==> config.mk <==
export PLATFORM = sky130hd
export DESIGN_NAME = pin_cfg_top
export DESIGN_NICKNAME = d
export VERILOG_FILES = /design/src/inc/pin_cfg_pkg.sv /design/src/verilog/pin_cfg_top.sv /design/src/verilog/pin_sync.sv
export SDC_FILE = /design/constraint.sdc
export NUM_CORES = 1
export LEC_CHECK = 0
export BUFFER_PORTS_ARGS = -buffer_cell sky130_fd_sc_hd__buf_2
export CAP_MARGIN = 0
export CORE_ASPECT_RATIO = 1.4
export CORE_MARGIN = 4
export CORE_UTILIZATION = 50
export CTS_BUF_LIST = sky130_fd_sc_hd__clkbuf_8 sky130_fd_sc_hd__clkbuf_16
export DETAILED_ROUTE_END_ITERATION = 7
export PLACE_DENSITY = 0.74
export SLEW_MARGIN = 20
export SYNTH_ARGS = -nofsm -noshare
export SYNTH_HDL_FRONTEND = slang
export SYNTH_SLANG_ARGS = --single-unit
==> constraint.sdc <==
create_clock -name core_clk -period 1.55 [get_ports core_clk]
set_clock_uncertainty 0.05 [all_clocks]
set_input_delay 0.31 -clock core_clk [delete_from_list [all_inputs] [get_ports core_clk]]
set_output_delay 0.31 -clock core_clk [all_outputs]
set_load 0.02 [all_outputs]
==> src/inc/pin_cfg_pkg.sv <==
// Package with register map, field layout and reset values of the pin and power-good routing block
// Notes on behaviour
// - Bit 7 of the pin configuration register reads the live pin level: 0 when low, 1 when high or released.
// - With output value 0 the pin is pulled to ground, with 1 it is driven high in push-pull or released in open-drain.
// - Output type bit 3 picks push-pull to the buck-one rail at 0 and open-drain at 1.
// - Direction bit 2 at 0 makes the pin high impedance with the input buffer on, at 1 enables the output buffer.
// - Output value and output type matter only while the pin is an output and are ignored while it is an input.
// - Bit 1 connects a pull resistor when 1 and none when 0, and only while the pin is an input.
// - Bit 0 selects a pulldown at 0 and a pullup to the internal supply at 1, only while a resistor is present.
// - The read-only status register shows in bit 5 whether the USB-ok pin interrupt is active.
// - Status bits 0, 1 and 2 show whether the pin power-good interrupts of bucks one, two and three are active.
// - Bit 7 of the buck-one routing register reads 1 once a buck-one power-good change has raised an interrupt.
// - Bit 6 of the buck-one routing register sends the buck-one power-good interrupt to pin six when set.
// - Bits 5 down to 0 of the buck-one routing register send that interrupt to pins five down to zero when set.
package pin_cfg_pkg;
	localparam int          ADDR_W           = 8;
	localparam int          DATA_W           = 8;
	localparam int          ROUTE_PINS       = 7;
	localparam int          SYNC_W           = 5;

	// Register offsets
	localparam logic [7:0]  PIN_SEVEN_CONFIG_ADDR        = 8'h6e;
	localparam logic [7:0]  PIN_IRQ_STATUS_ADDR          = 8'h6f;
	localparam logic [7:0]  BUCK_ONE_PG_IRQ_ROUTING_ADDR = 8'h70;

	// Pin configuration fields
	localparam int          CFG_READBACK_BIT = 7;
	localparam int          CFG_OUT_VAL_BIT  = 4;
	localparam int          CFG_OD_BIT       = 3;
	localparam int          CFG_OE_BIT       = 2;
	localparam int          CFG_PULL_EN_BIT  = 1;
	localparam int          CFG_PULL_POL_BIT = 0;
	localparam logic [7:0]  CFG_WR_MASK      = 8'h1f;

	// Status fields
	localparam int          STS_USB_OK_BIT   = 5;
	localparam int          STS_BUCK3_BIT    = 2;
	localparam int          STS_BUCK2_BIT    = 1;
	localparam int          STS_BUCK1_BIT    = 0;

	// Routing fields
	localparam int          ROUTE_FLAG_BIT   = 7;
	localparam logic [7:0]  ROUTE_WR_MASK    = 8'h7f;

	// Reset values
	localparam logic [4:0]  CFG_RESET        = 5'h00;
	localparam logic [6:0]  ROUTE_RESET      = 7'h00;
	localparam logic [7:0]  RDATA_RESET      = 8'h00;

	// Synchroniser lane order
	localparam int          SYN_PAD          = 0;
	localparam int          SYN_BUCK1_PG     = 1;
	localparam int          SYN_BUCK2_IRQ    = 2;
	localparam int          SYN_BUCK3_IRQ    = 3;
	localparam int          SYN_USB_IRQ      = 4;
endpackage

==> src/verilog/pin_cfg_top.sv <==
// Pin seven configuration, pin power-good status and buck-one interrupt routing
`timescale 1ns/1ps
module pin_cfg_top (
	// Clock and reset
	input  wire logic                                    core_clk,
	input  wire logic                                    rstn,
	// Register port from the serial front end
	input  wire logic [pin_cfg_pkg::ADDR_W-1:0]          reg_addr,
	input  wire logic [pin_cfg_pkg::DATA_W-1:0]          reg_wdata,
	input  wire logic                                    reg_wr,
	input  wire logic                                    reg_rd,
	output logic      [pin_cfg_pkg::DATA_W-1:0]          reg_rdata,
	output logic                                         reg_rvalid,
	// Pad of multi purpose pin seven
	input  wire logic                                    pad_in,
	output logic                                         pad_out,
	output logic                                         pad_oe_n,
	output logic                                         pad_pull_up,
	output logic                                         pad_pull_down,
	// Regulator and USB status levels
	input  wire logic                                    buck_one_pg,
	input  wire logic                                    buck_two_irq_level,
	input  wire logic                                    buck_three_irq_level,
	input  wire logic                                    usb_input_valid_irq,
	// Interrupt routing toward pins zero to six
	input  wire logic [pin_cfg_pkg::ROUTE_PINS-1:0]      other_route_irq,
	output logic      [pin_cfg_pkg::ROUTE_PINS-1:0]      pin_route_irq
);
	import pin_cfg_pkg::*;

	logic [SYNC_W-1:0]     sync_lvl;
	logic                  pin_output_value_ff;
	logic                  pin_open_drain_select_ff;
	logic                  pin_output_enable_ff;
	logic                  pin_pull_present_ff;
	logic                  pin_pull_polarity_ff;
	logic                  nxt_pin_output_value;
	logic                  nxt_pin_open_drain_select;
	logic                  nxt_pin_output_enable;
	logic                  nxt_pin_pull_present;
	logic                  nxt_pin_pull_polarity;
	logic [ROUTE_PINS-1:0] route_sel_ff;
	logic [ROUTE_PINS-1:0] nxt_route_sel;
	logic                  buck_one_pg_change_flag_ff;
	logic                  nxt_buck_one_pg_change_flag;
	logic                  buck_one_pg_prev_ff;
	logic                  nxt_buck_one_pg_prev;
	logic [DATA_W-1:0]     rdata_ff;
	logic [DATA_W-1:0]     nxt_rdata;
	logic                  rvalid_ff;
	logic                  nxt_rvalid;
	logic                  pad_out_ff;
	logic                  pad_oe_n_ff;
	logic                  pull_up_ff;
	logic                  pull_down_ff;
	logic                  nxt_pad_out;
	logic                  nxt_pad_oe_n;
	logic                  nxt_pull_up;
	logic                  nxt_pull_down;
	logic [ROUTE_PINS-1:0] route_irq_ff;
	logic [ROUTE_PINS-1:0] nxt_route_irq;
	logic                  pg_change;
	logic                  flag_clear;
	logic [DATA_W-1:0]     cfg_view;
	logic [DATA_W-1:0]     sts_view;
	logic [DATA_W-1:0]     route_view;

	function automatic logic hit(input logic [ADDR_W-1:0] a, input logic [ADDR_W-1:0] off);
		hit = (a == off);
	endfunction

	// Pin and regulator levels come from other domains
	pin_sync #(
		.WIDTH (SYNC_W)
	) u_sync (
		.core_clk (core_clk),
		.rstn     (rstn),
		.async_in ({usb_input_valid_irq, buck_three_irq_level, buck_two_irq_level, buck_one_pg, pad_in}),
		.sync_out (sync_lvl)
	);

	// Register views; reserved bits are zero
	always_comb begin
		cfg_view                   = '0;
		cfg_view[CFG_READBACK_BIT] = sync_lvl[SYN_PAD];
		cfg_view[CFG_OUT_VAL_BIT]  = pin_output_value_ff;
		cfg_view[CFG_OD_BIT]       = pin_open_drain_select_ff;
		cfg_view[CFG_OE_BIT]       = pin_output_enable_ff;
		cfg_view[CFG_PULL_EN_BIT]  = pin_pull_present_ff;
		cfg_view[CFG_PULL_POL_BIT] = pin_pull_polarity_ff;
		sts_view                   = '0;
		sts_view[STS_USB_OK_BIT]   = sync_lvl[SYN_USB_IRQ];
		sts_view[STS_BUCK3_BIT]    = sync_lvl[SYN_BUCK3_IRQ];
		sts_view[STS_BUCK2_BIT]    = sync_lvl[SYN_BUCK2_IRQ];
		sts_view[STS_BUCK1_BIT]    = buck_one_pg_change_flag_ff;
		route_view                 = {buck_one_pg_change_flag_ff, route_sel_ff};
	end

	// Configuration and routing registers
	always_comb begin
		nxt_pin_output_value      = pin_output_value_ff;
		nxt_pin_open_drain_select = pin_open_drain_select_ff;
		nxt_pin_output_enable     = pin_output_enable_ff;
		nxt_pin_pull_present      = pin_pull_present_ff;
		nxt_pin_pull_polarity     = pin_pull_polarity_ff;
		nxt_route_sel             = route_sel_ff;
		// Masked writes keep read-only and reserved bits out
		if (reg_wr && hit(reg_addr, PIN_SEVEN_CONFIG_ADDR)) begin
			nxt_pin_output_value      = reg_wdata[CFG_OUT_VAL_BIT] & CFG_WR_MASK[CFG_OUT_VAL_BIT];
			nxt_pin_open_drain_select = reg_wdata[CFG_OD_BIT];
			nxt_pin_output_enable     = reg_wdata[CFG_OE_BIT];
			nxt_pin_pull_present      = reg_wdata[CFG_PULL_EN_BIT];
			nxt_pin_pull_polarity     = reg_wdata[CFG_PULL_POL_BIT];
		end
		if (reg_wr && hit(reg_addr, BUCK_ONE_PG_IRQ_ROUTING_ADDR)) begin
			nxt_route_sel = reg_wdata[ROUTE_PINS-1:0] & ROUTE_WR_MASK[ROUTE_PINS-1:0];
		end
	end

	always_ff @(posedge core_clk or negedge rstn) begin
		if (!rstn) begin
			pin_output_value_ff      <= CFG_RESET[CFG_OUT_VAL_BIT];
			pin_open_drain_select_ff <= CFG_RESET[CFG_OD_BIT];
			pin_output_enable_ff     <= CFG_RESET[CFG_OE_BIT];
			pin_pull_present_ff      <= CFG_RESET[CFG_PULL_EN_BIT];
			pin_pull_polarity_ff     <= CFG_RESET[CFG_PULL_POL_BIT];
			route_sel_ff             <= ROUTE_RESET;
		end else begin
			pin_output_value_ff      <= nxt_pin_output_value;
			pin_open_drain_select_ff <= nxt_pin_open_drain_select;
			pin_output_enable_ff     <= nxt_pin_output_enable;
			pin_pull_present_ff      <= nxt_pin_pull_present;
			pin_pull_polarity_ff     <= nxt_pin_pull_polarity;
			route_sel_ff             <= nxt_route_sel;
		end
	end

	// Power-good change flag, cleared by reading the routing register
	assign pg_change  = sync_lvl[SYN_BUCK1_PG] ^ buck_one_pg_prev_ff;
	assign flag_clear = reg_rd && hit(reg_addr, BUCK_ONE_PG_IRQ_ROUTING_ADDR);

	always_comb begin
		nxt_buck_one_pg_prev        = sync_lvl[SYN_BUCK1_PG];
		nxt_buck_one_pg_change_flag = buck_one_pg_change_flag_ff;
		if (flag_clear) begin
			nxt_buck_one_pg_change_flag = 1'b0;
		end
		// A change in the clearing cycle must not be lost
		if (pg_change) begin
			nxt_buck_one_pg_change_flag = 1'b1;
		end
	end

	always_ff @(posedge core_clk or negedge rstn) begin
		if (!rstn) begin
			buck_one_pg_prev_ff        <= 1'b0;
			buck_one_pg_change_flag_ff <= 1'b0;
		end else begin
			buck_one_pg_prev_ff        <= nxt_buck_one_pg_prev;
			buck_one_pg_change_flag_ff <= nxt_buck_one_pg_change_flag;
		end
	end

	// Read port: data one cycle after the strobe, zero for unmapped offsets
	always_comb begin
		nxt_rvalid = reg_rd;
		nxt_rdata  = rdata_ff;
		if (reg_rd) begin
			if (hit(reg_addr, PIN_SEVEN_CONFIG_ADDR)) begin
				nxt_rdata = cfg_view;
			end else if (hit(reg_addr, PIN_IRQ_STATUS_ADDR)) begin
				nxt_rdata = sts_view;
			end else if (hit(reg_addr, BUCK_ONE_PG_IRQ_ROUTING_ADDR)) begin
				nxt_rdata = route_view;
			end else begin
				nxt_rdata = RDATA_RESET;
			end
		end
	end

	always_ff @(posedge core_clk or negedge rstn) begin
		if (!rstn) begin
			rdata_ff  <= RDATA_RESET;
			rvalid_ff <= 1'b0;
		end else begin
			rdata_ff  <= nxt_rdata;
			rvalid_ff <= nxt_rvalid;
		end
	end

	// Pad drive and pull network
	always_comb begin
		nxt_pad_out   = 1'b0;
		nxt_pad_oe_n  = 1'b1;
		nxt_pull_up   = 1'b0;
		nxt_pull_down = 1'b0;
		if (pin_output_enable_ff) begin
			if (!pin_open_drain_select_ff) begin
				nxt_pad_out  = pin_output_value_ff;
				nxt_pad_oe_n = 1'b0;
			end else begin
				// Open drain only ever sinks, a high value releases the pad
				nxt_pad_out  = 1'b0;
				nxt_pad_oe_n = pin_output_value_ff;
			end
		end else if (pin_pull_present_ff) begin
			nxt_pull_up   = pin_pull_polarity_ff;
			nxt_pull_down = ~pin_pull_polarity_ff;
		end
	end

	// Routed interrupt is ORed with other_route_irq on pins zero to six
	always_comb begin
		nxt_route_irq = ({ROUTE_PINS{buck_one_pg_change_flag_ff}} & route_sel_ff) | other_route_irq;
	end

	always_ff @(posedge core_clk or negedge rstn) begin
		if (!rstn) begin
			pad_out_ff   <= 1'b0;
			pad_oe_n_ff  <= 1'b1;
			pull_up_ff   <= 1'b0;
			pull_down_ff <= 1'b0;
			route_irq_ff <= '0;
		end else begin
			pad_out_ff   <= nxt_pad_out;
			pad_oe_n_ff  <= nxt_pad_oe_n;
			pull_up_ff   <= nxt_pull_up;
			pull_down_ff <= nxt_pull_down;
			route_irq_ff <= nxt_route_irq;
		end
	end

	assign reg_rdata     = rdata_ff;
	assign reg_rvalid    = rvalid_ff;
	assign pad_out       = pad_out_ff;
	assign pad_oe_n      = pad_oe_n_ff;
	assign pad_pull_up   = pull_up_ff;
	assign pad_pull_down = pull_down_ff;
	assign pin_route_irq = route_irq_ff;
endmodule

==> src/verilog/pin_sync.sv <==
// Two-stage synchroniser for pin and regulator levels
`timescale 1ns/1ps
module pin_sync #(
	parameter int WIDTH = 5
) (
	// Clock and reset
	input  wire logic             core_clk,
	input  wire logic             rstn,
	// Levels
	input  wire logic [WIDTH-1:0] async_in,
	output logic      [WIDTH-1:0] sync_out
);
	logic [WIDTH-1:0] meta_ff;
	logic [WIDTH-1:0] sync_ff;

	// First stage feeds only the second one
	always_ff @(posedge core_clk or negedge rstn) begin
		if (!rstn) begin
			meta_ff <= '0;
			sync_ff <= '0;
		end else begin
			meta_ff <= async_in;
			sync_ff <= meta_ff;
		end
	end

	assign sync_out = sync_ff;
endmodule
==> summary.txt <==
Status
  • Status: finished, final reports clean

Floorplan
  • Row count: 24
  • Die Ht: 77.0 um
  • Die X: 57.3 um
  • Total die area: 4410 um^2
  • Core ar.: 3180 um^2
  • Initial Utilization: 0.534
  • I/O Pins: 52

Timing
  • Rel. slew slack: 0.655
  • Setup violators final: 0
  • Worst-margin pin slew: 518 ps
  • Fin Setup TNS: 0 ps
  • Final Max Tran Viols: 0
  • Max Clock Freq: 755 MHz
  • RSZ-0062 raised after global routing: no
  • Min Tclk post-route: 1320 ps
  • Setup ws final: 225 ps
  • Final worst-path cycle share: 0.855
  • Final Hold Vio Count: 0

Global route
  • Initial antenna violation count: 0
  • Number of global-route vias before repair: 1,283
  • Global-route wire length before repair: 5960 um
  • Largest net degree at the start of global routing: 24
  • GRT Total Usage: 0.178
  • GRT overflow: 0

Logic synthesis
  • Asr flop ratio synth: 1.00
  • Post-synth EDFFs: 0
  • Predominant post-synthesis flop cell: dfrtp_1
  • Commonest cells post-synth: dfrtp_1 (43), mux2_2 (13), a21o_1 (8), nand4_1 (7), inv_1 (5)
  • Post-synthesis cell type count: 32
  • Avg Cell Area, Syn: 13.9 um^2
  • Gate Count Post-Synth: 122
  • Area share of the largest cell type after synthesis: 0.633
  • Seq cells post-synth: 44
  • Synth area leader: dfrtp_1
  • Proportion of synthesized chip area in sequential cells: 0.649
  • Netlist area before placement: 1700 um^2
  • Top-count cell post-synth: dfrtp_1
  • Synth area leaders: dfrtp_1 (63%), mux2_2 (8.6%), a21o_1 (3.5%)
  • Synth Warn #: 0
  • Syn Nets: 154

Final layout
  • Final nets: 211
  • Final Instance Area: 2150 um^2
  • Ant. Diodes: 0
  • Layout cells sized above 1: 0.467
  • Syn-to-layout area delta: 26.4%

Placement
  • PortBufs: 50
  • Cell Area, Placed: 2030 um^2
  • Placed wire-length estimate: 2550 um
  • Routability cong.: 0.836
  • Place WS: -39.4 ps

Worst hold path
  • Worst min-delay path endpoint: u_sync.meta_ff[0]
  • Hold Path Class: input port to register
  • HP Start: pad_in
  • Hold Path Depth: 1

Routing
  • Vias per inst: 5.51
  • Final WL: 3490 um
  • Drt wl/cell: 15.9 um
  • DRT Pass-1 Iters: 4
  • DRC: 0
  • Vias: 1,207
  • Iter 0 DRT Violations: 22
  • Post-route ant nets: 0

Setup path
  • RR Endpoint: reg_rdata[0]
  • CP arrival: 960 ps
  • Endpoint class of the critical path: primary output
  • CP required: 1190 ps
  • CP Launch Type: register
  • CP Cell Sequence: buf_2
  • CP max FO: 1
  • Worst setup path class: register to primary output
  • Worst R2R Setup Slack: 280 ps
  • R2R Path Start: pin_pull_polarity_ff
  • Slowest stage delay, CP: 520 ps
  • Critical-path top delay cell: dfstp_2
  • R2R cell count: 3
  • CP Buf/Inv Count: 1
  • Cell family with most CP delay: flip-flops

Power and ir drop
  • Leakage: 0.00108 uW
  • Max IR drop VDD: 925 uV
  • Power per Cell Area: 1060 nW/um^2

Clock network
  • H-tree Lvls: 2
  • Post-CTS setup buffers: 0
  • CTS tree: done
  • # resized after CTS: 0
  • Clk root buf: clkbuf_8
  • Deepest clock path buffer count: 2
  • Clock Pin Slew Worst Setup and Hold Paths: 80 ps
  • Clk Latency, worst-skew pair: 300 ps
  • Hold Buf Count CTS: 1
  • Clk sink count: 44
  • CTS buffer count: 5

Job
  • Maxcap violations: 0
cell type report:
class	instances	area, um^2
sequential	44	1100
fill	235	1040
multi-input combinational	64	533
timing repair buffer	59	333
clock buffer	5	68.8
tap	39	48.8
clock inverter	3	42.5
inverter	5	18.8
worst reg2reg max path, delay by kind of cell (launching register included):
| kind | cells | cell delay (ps) |
|---|---|---|
| AOI/OAI and AO/OA | 2 | 460 |
| DFF | 1 | 400 |
| muxes | 1 | 270 |
worst max-delay path by stage:
stage,start,end,slack [ps],depth (start not counted)
after floorplan,reg_addr[0],route_sel_ff[0],7,4
after detailed placement,reg_addr[4],pin_output_value_ff,-40,4
final,pad_oe_n,pad_oe_n,230,1
after CTS,pad_oe_n,pad_oe_n,210,1
after global routing,pad_oe_n,pad_oe_n,180,1
after global placement,reg_addr[4],pin_output_value_ff,-20,4
flip-flops by register name, summed over array words and instances, names as in the netlist, 5 cells and up:
register / count
u_sync.sync_out: 5
route_sel_ff: 7
reg_rdata: 8
u_sync.meta_ff: 5
pin_route_irq: 7
kinds of logic (layout without fill, tap and decap cells):
group	Yosys count	after routing	synth area share
DFF	44	44	0.649
AOI/OAI and AO/OA	23	23	0.102
muxes	13	13	0.0862
and+or+nand+nor	27	27	0.120
xor gates and xnor gates	1	1	0.00516
buffers and inverters	14	72	0.0375
layout by cell type, fill, tap and decap left out, types with 2 or more instances in the layout:
master	synthesis	routed
or2b_1	2	2
a31oi_1	3	3
buf_4	0	7
o22ai_1	4	4
nand2_1	3	3
nand4_1	7	7
a21o_1	8	8
mux2_2	13	13
nor2_1	3	3
clkbuf_8	0	5
dfrtp_1	43	43
inv_1	5	5
o311ai_0	2	2
buf_2	2	50
a32oi_1	3	3
and3b_1	3	3
power breakdown:
part / internal, uW / switching, uW / total [uW]
logic: 89.6 / 112 / 202
registers: 1200 / 25.0 / 1220
clock network: 476 / 383 / 859
total: 1760 / 520 / 2280
per-layer routing:
metal | share of wire | wire (um) | track usage
met2 | 0.53 | 1870 | 0.287
met3 | 0.074 | 258 | 0.0588
met1 | 0.37 | 1290 | 0.211
met5 | 0 | 0 | 0
met4 | 0.022 | 76 | 0.0882
through the flow:
step,hold slack (ps),util,std cells,total power [uW]
after floorplan,-35.6,-,122,1330
after global placement,249,0.636,210,1440
after detailed placement,264,0.636,210,1450
after CTS,48.8,0.675,219,2310
after global routing,40.7,0.675,219,2390
final,60.2,0.675,219,2280
No activity file was read; power rests on OpenSTA's default activity.
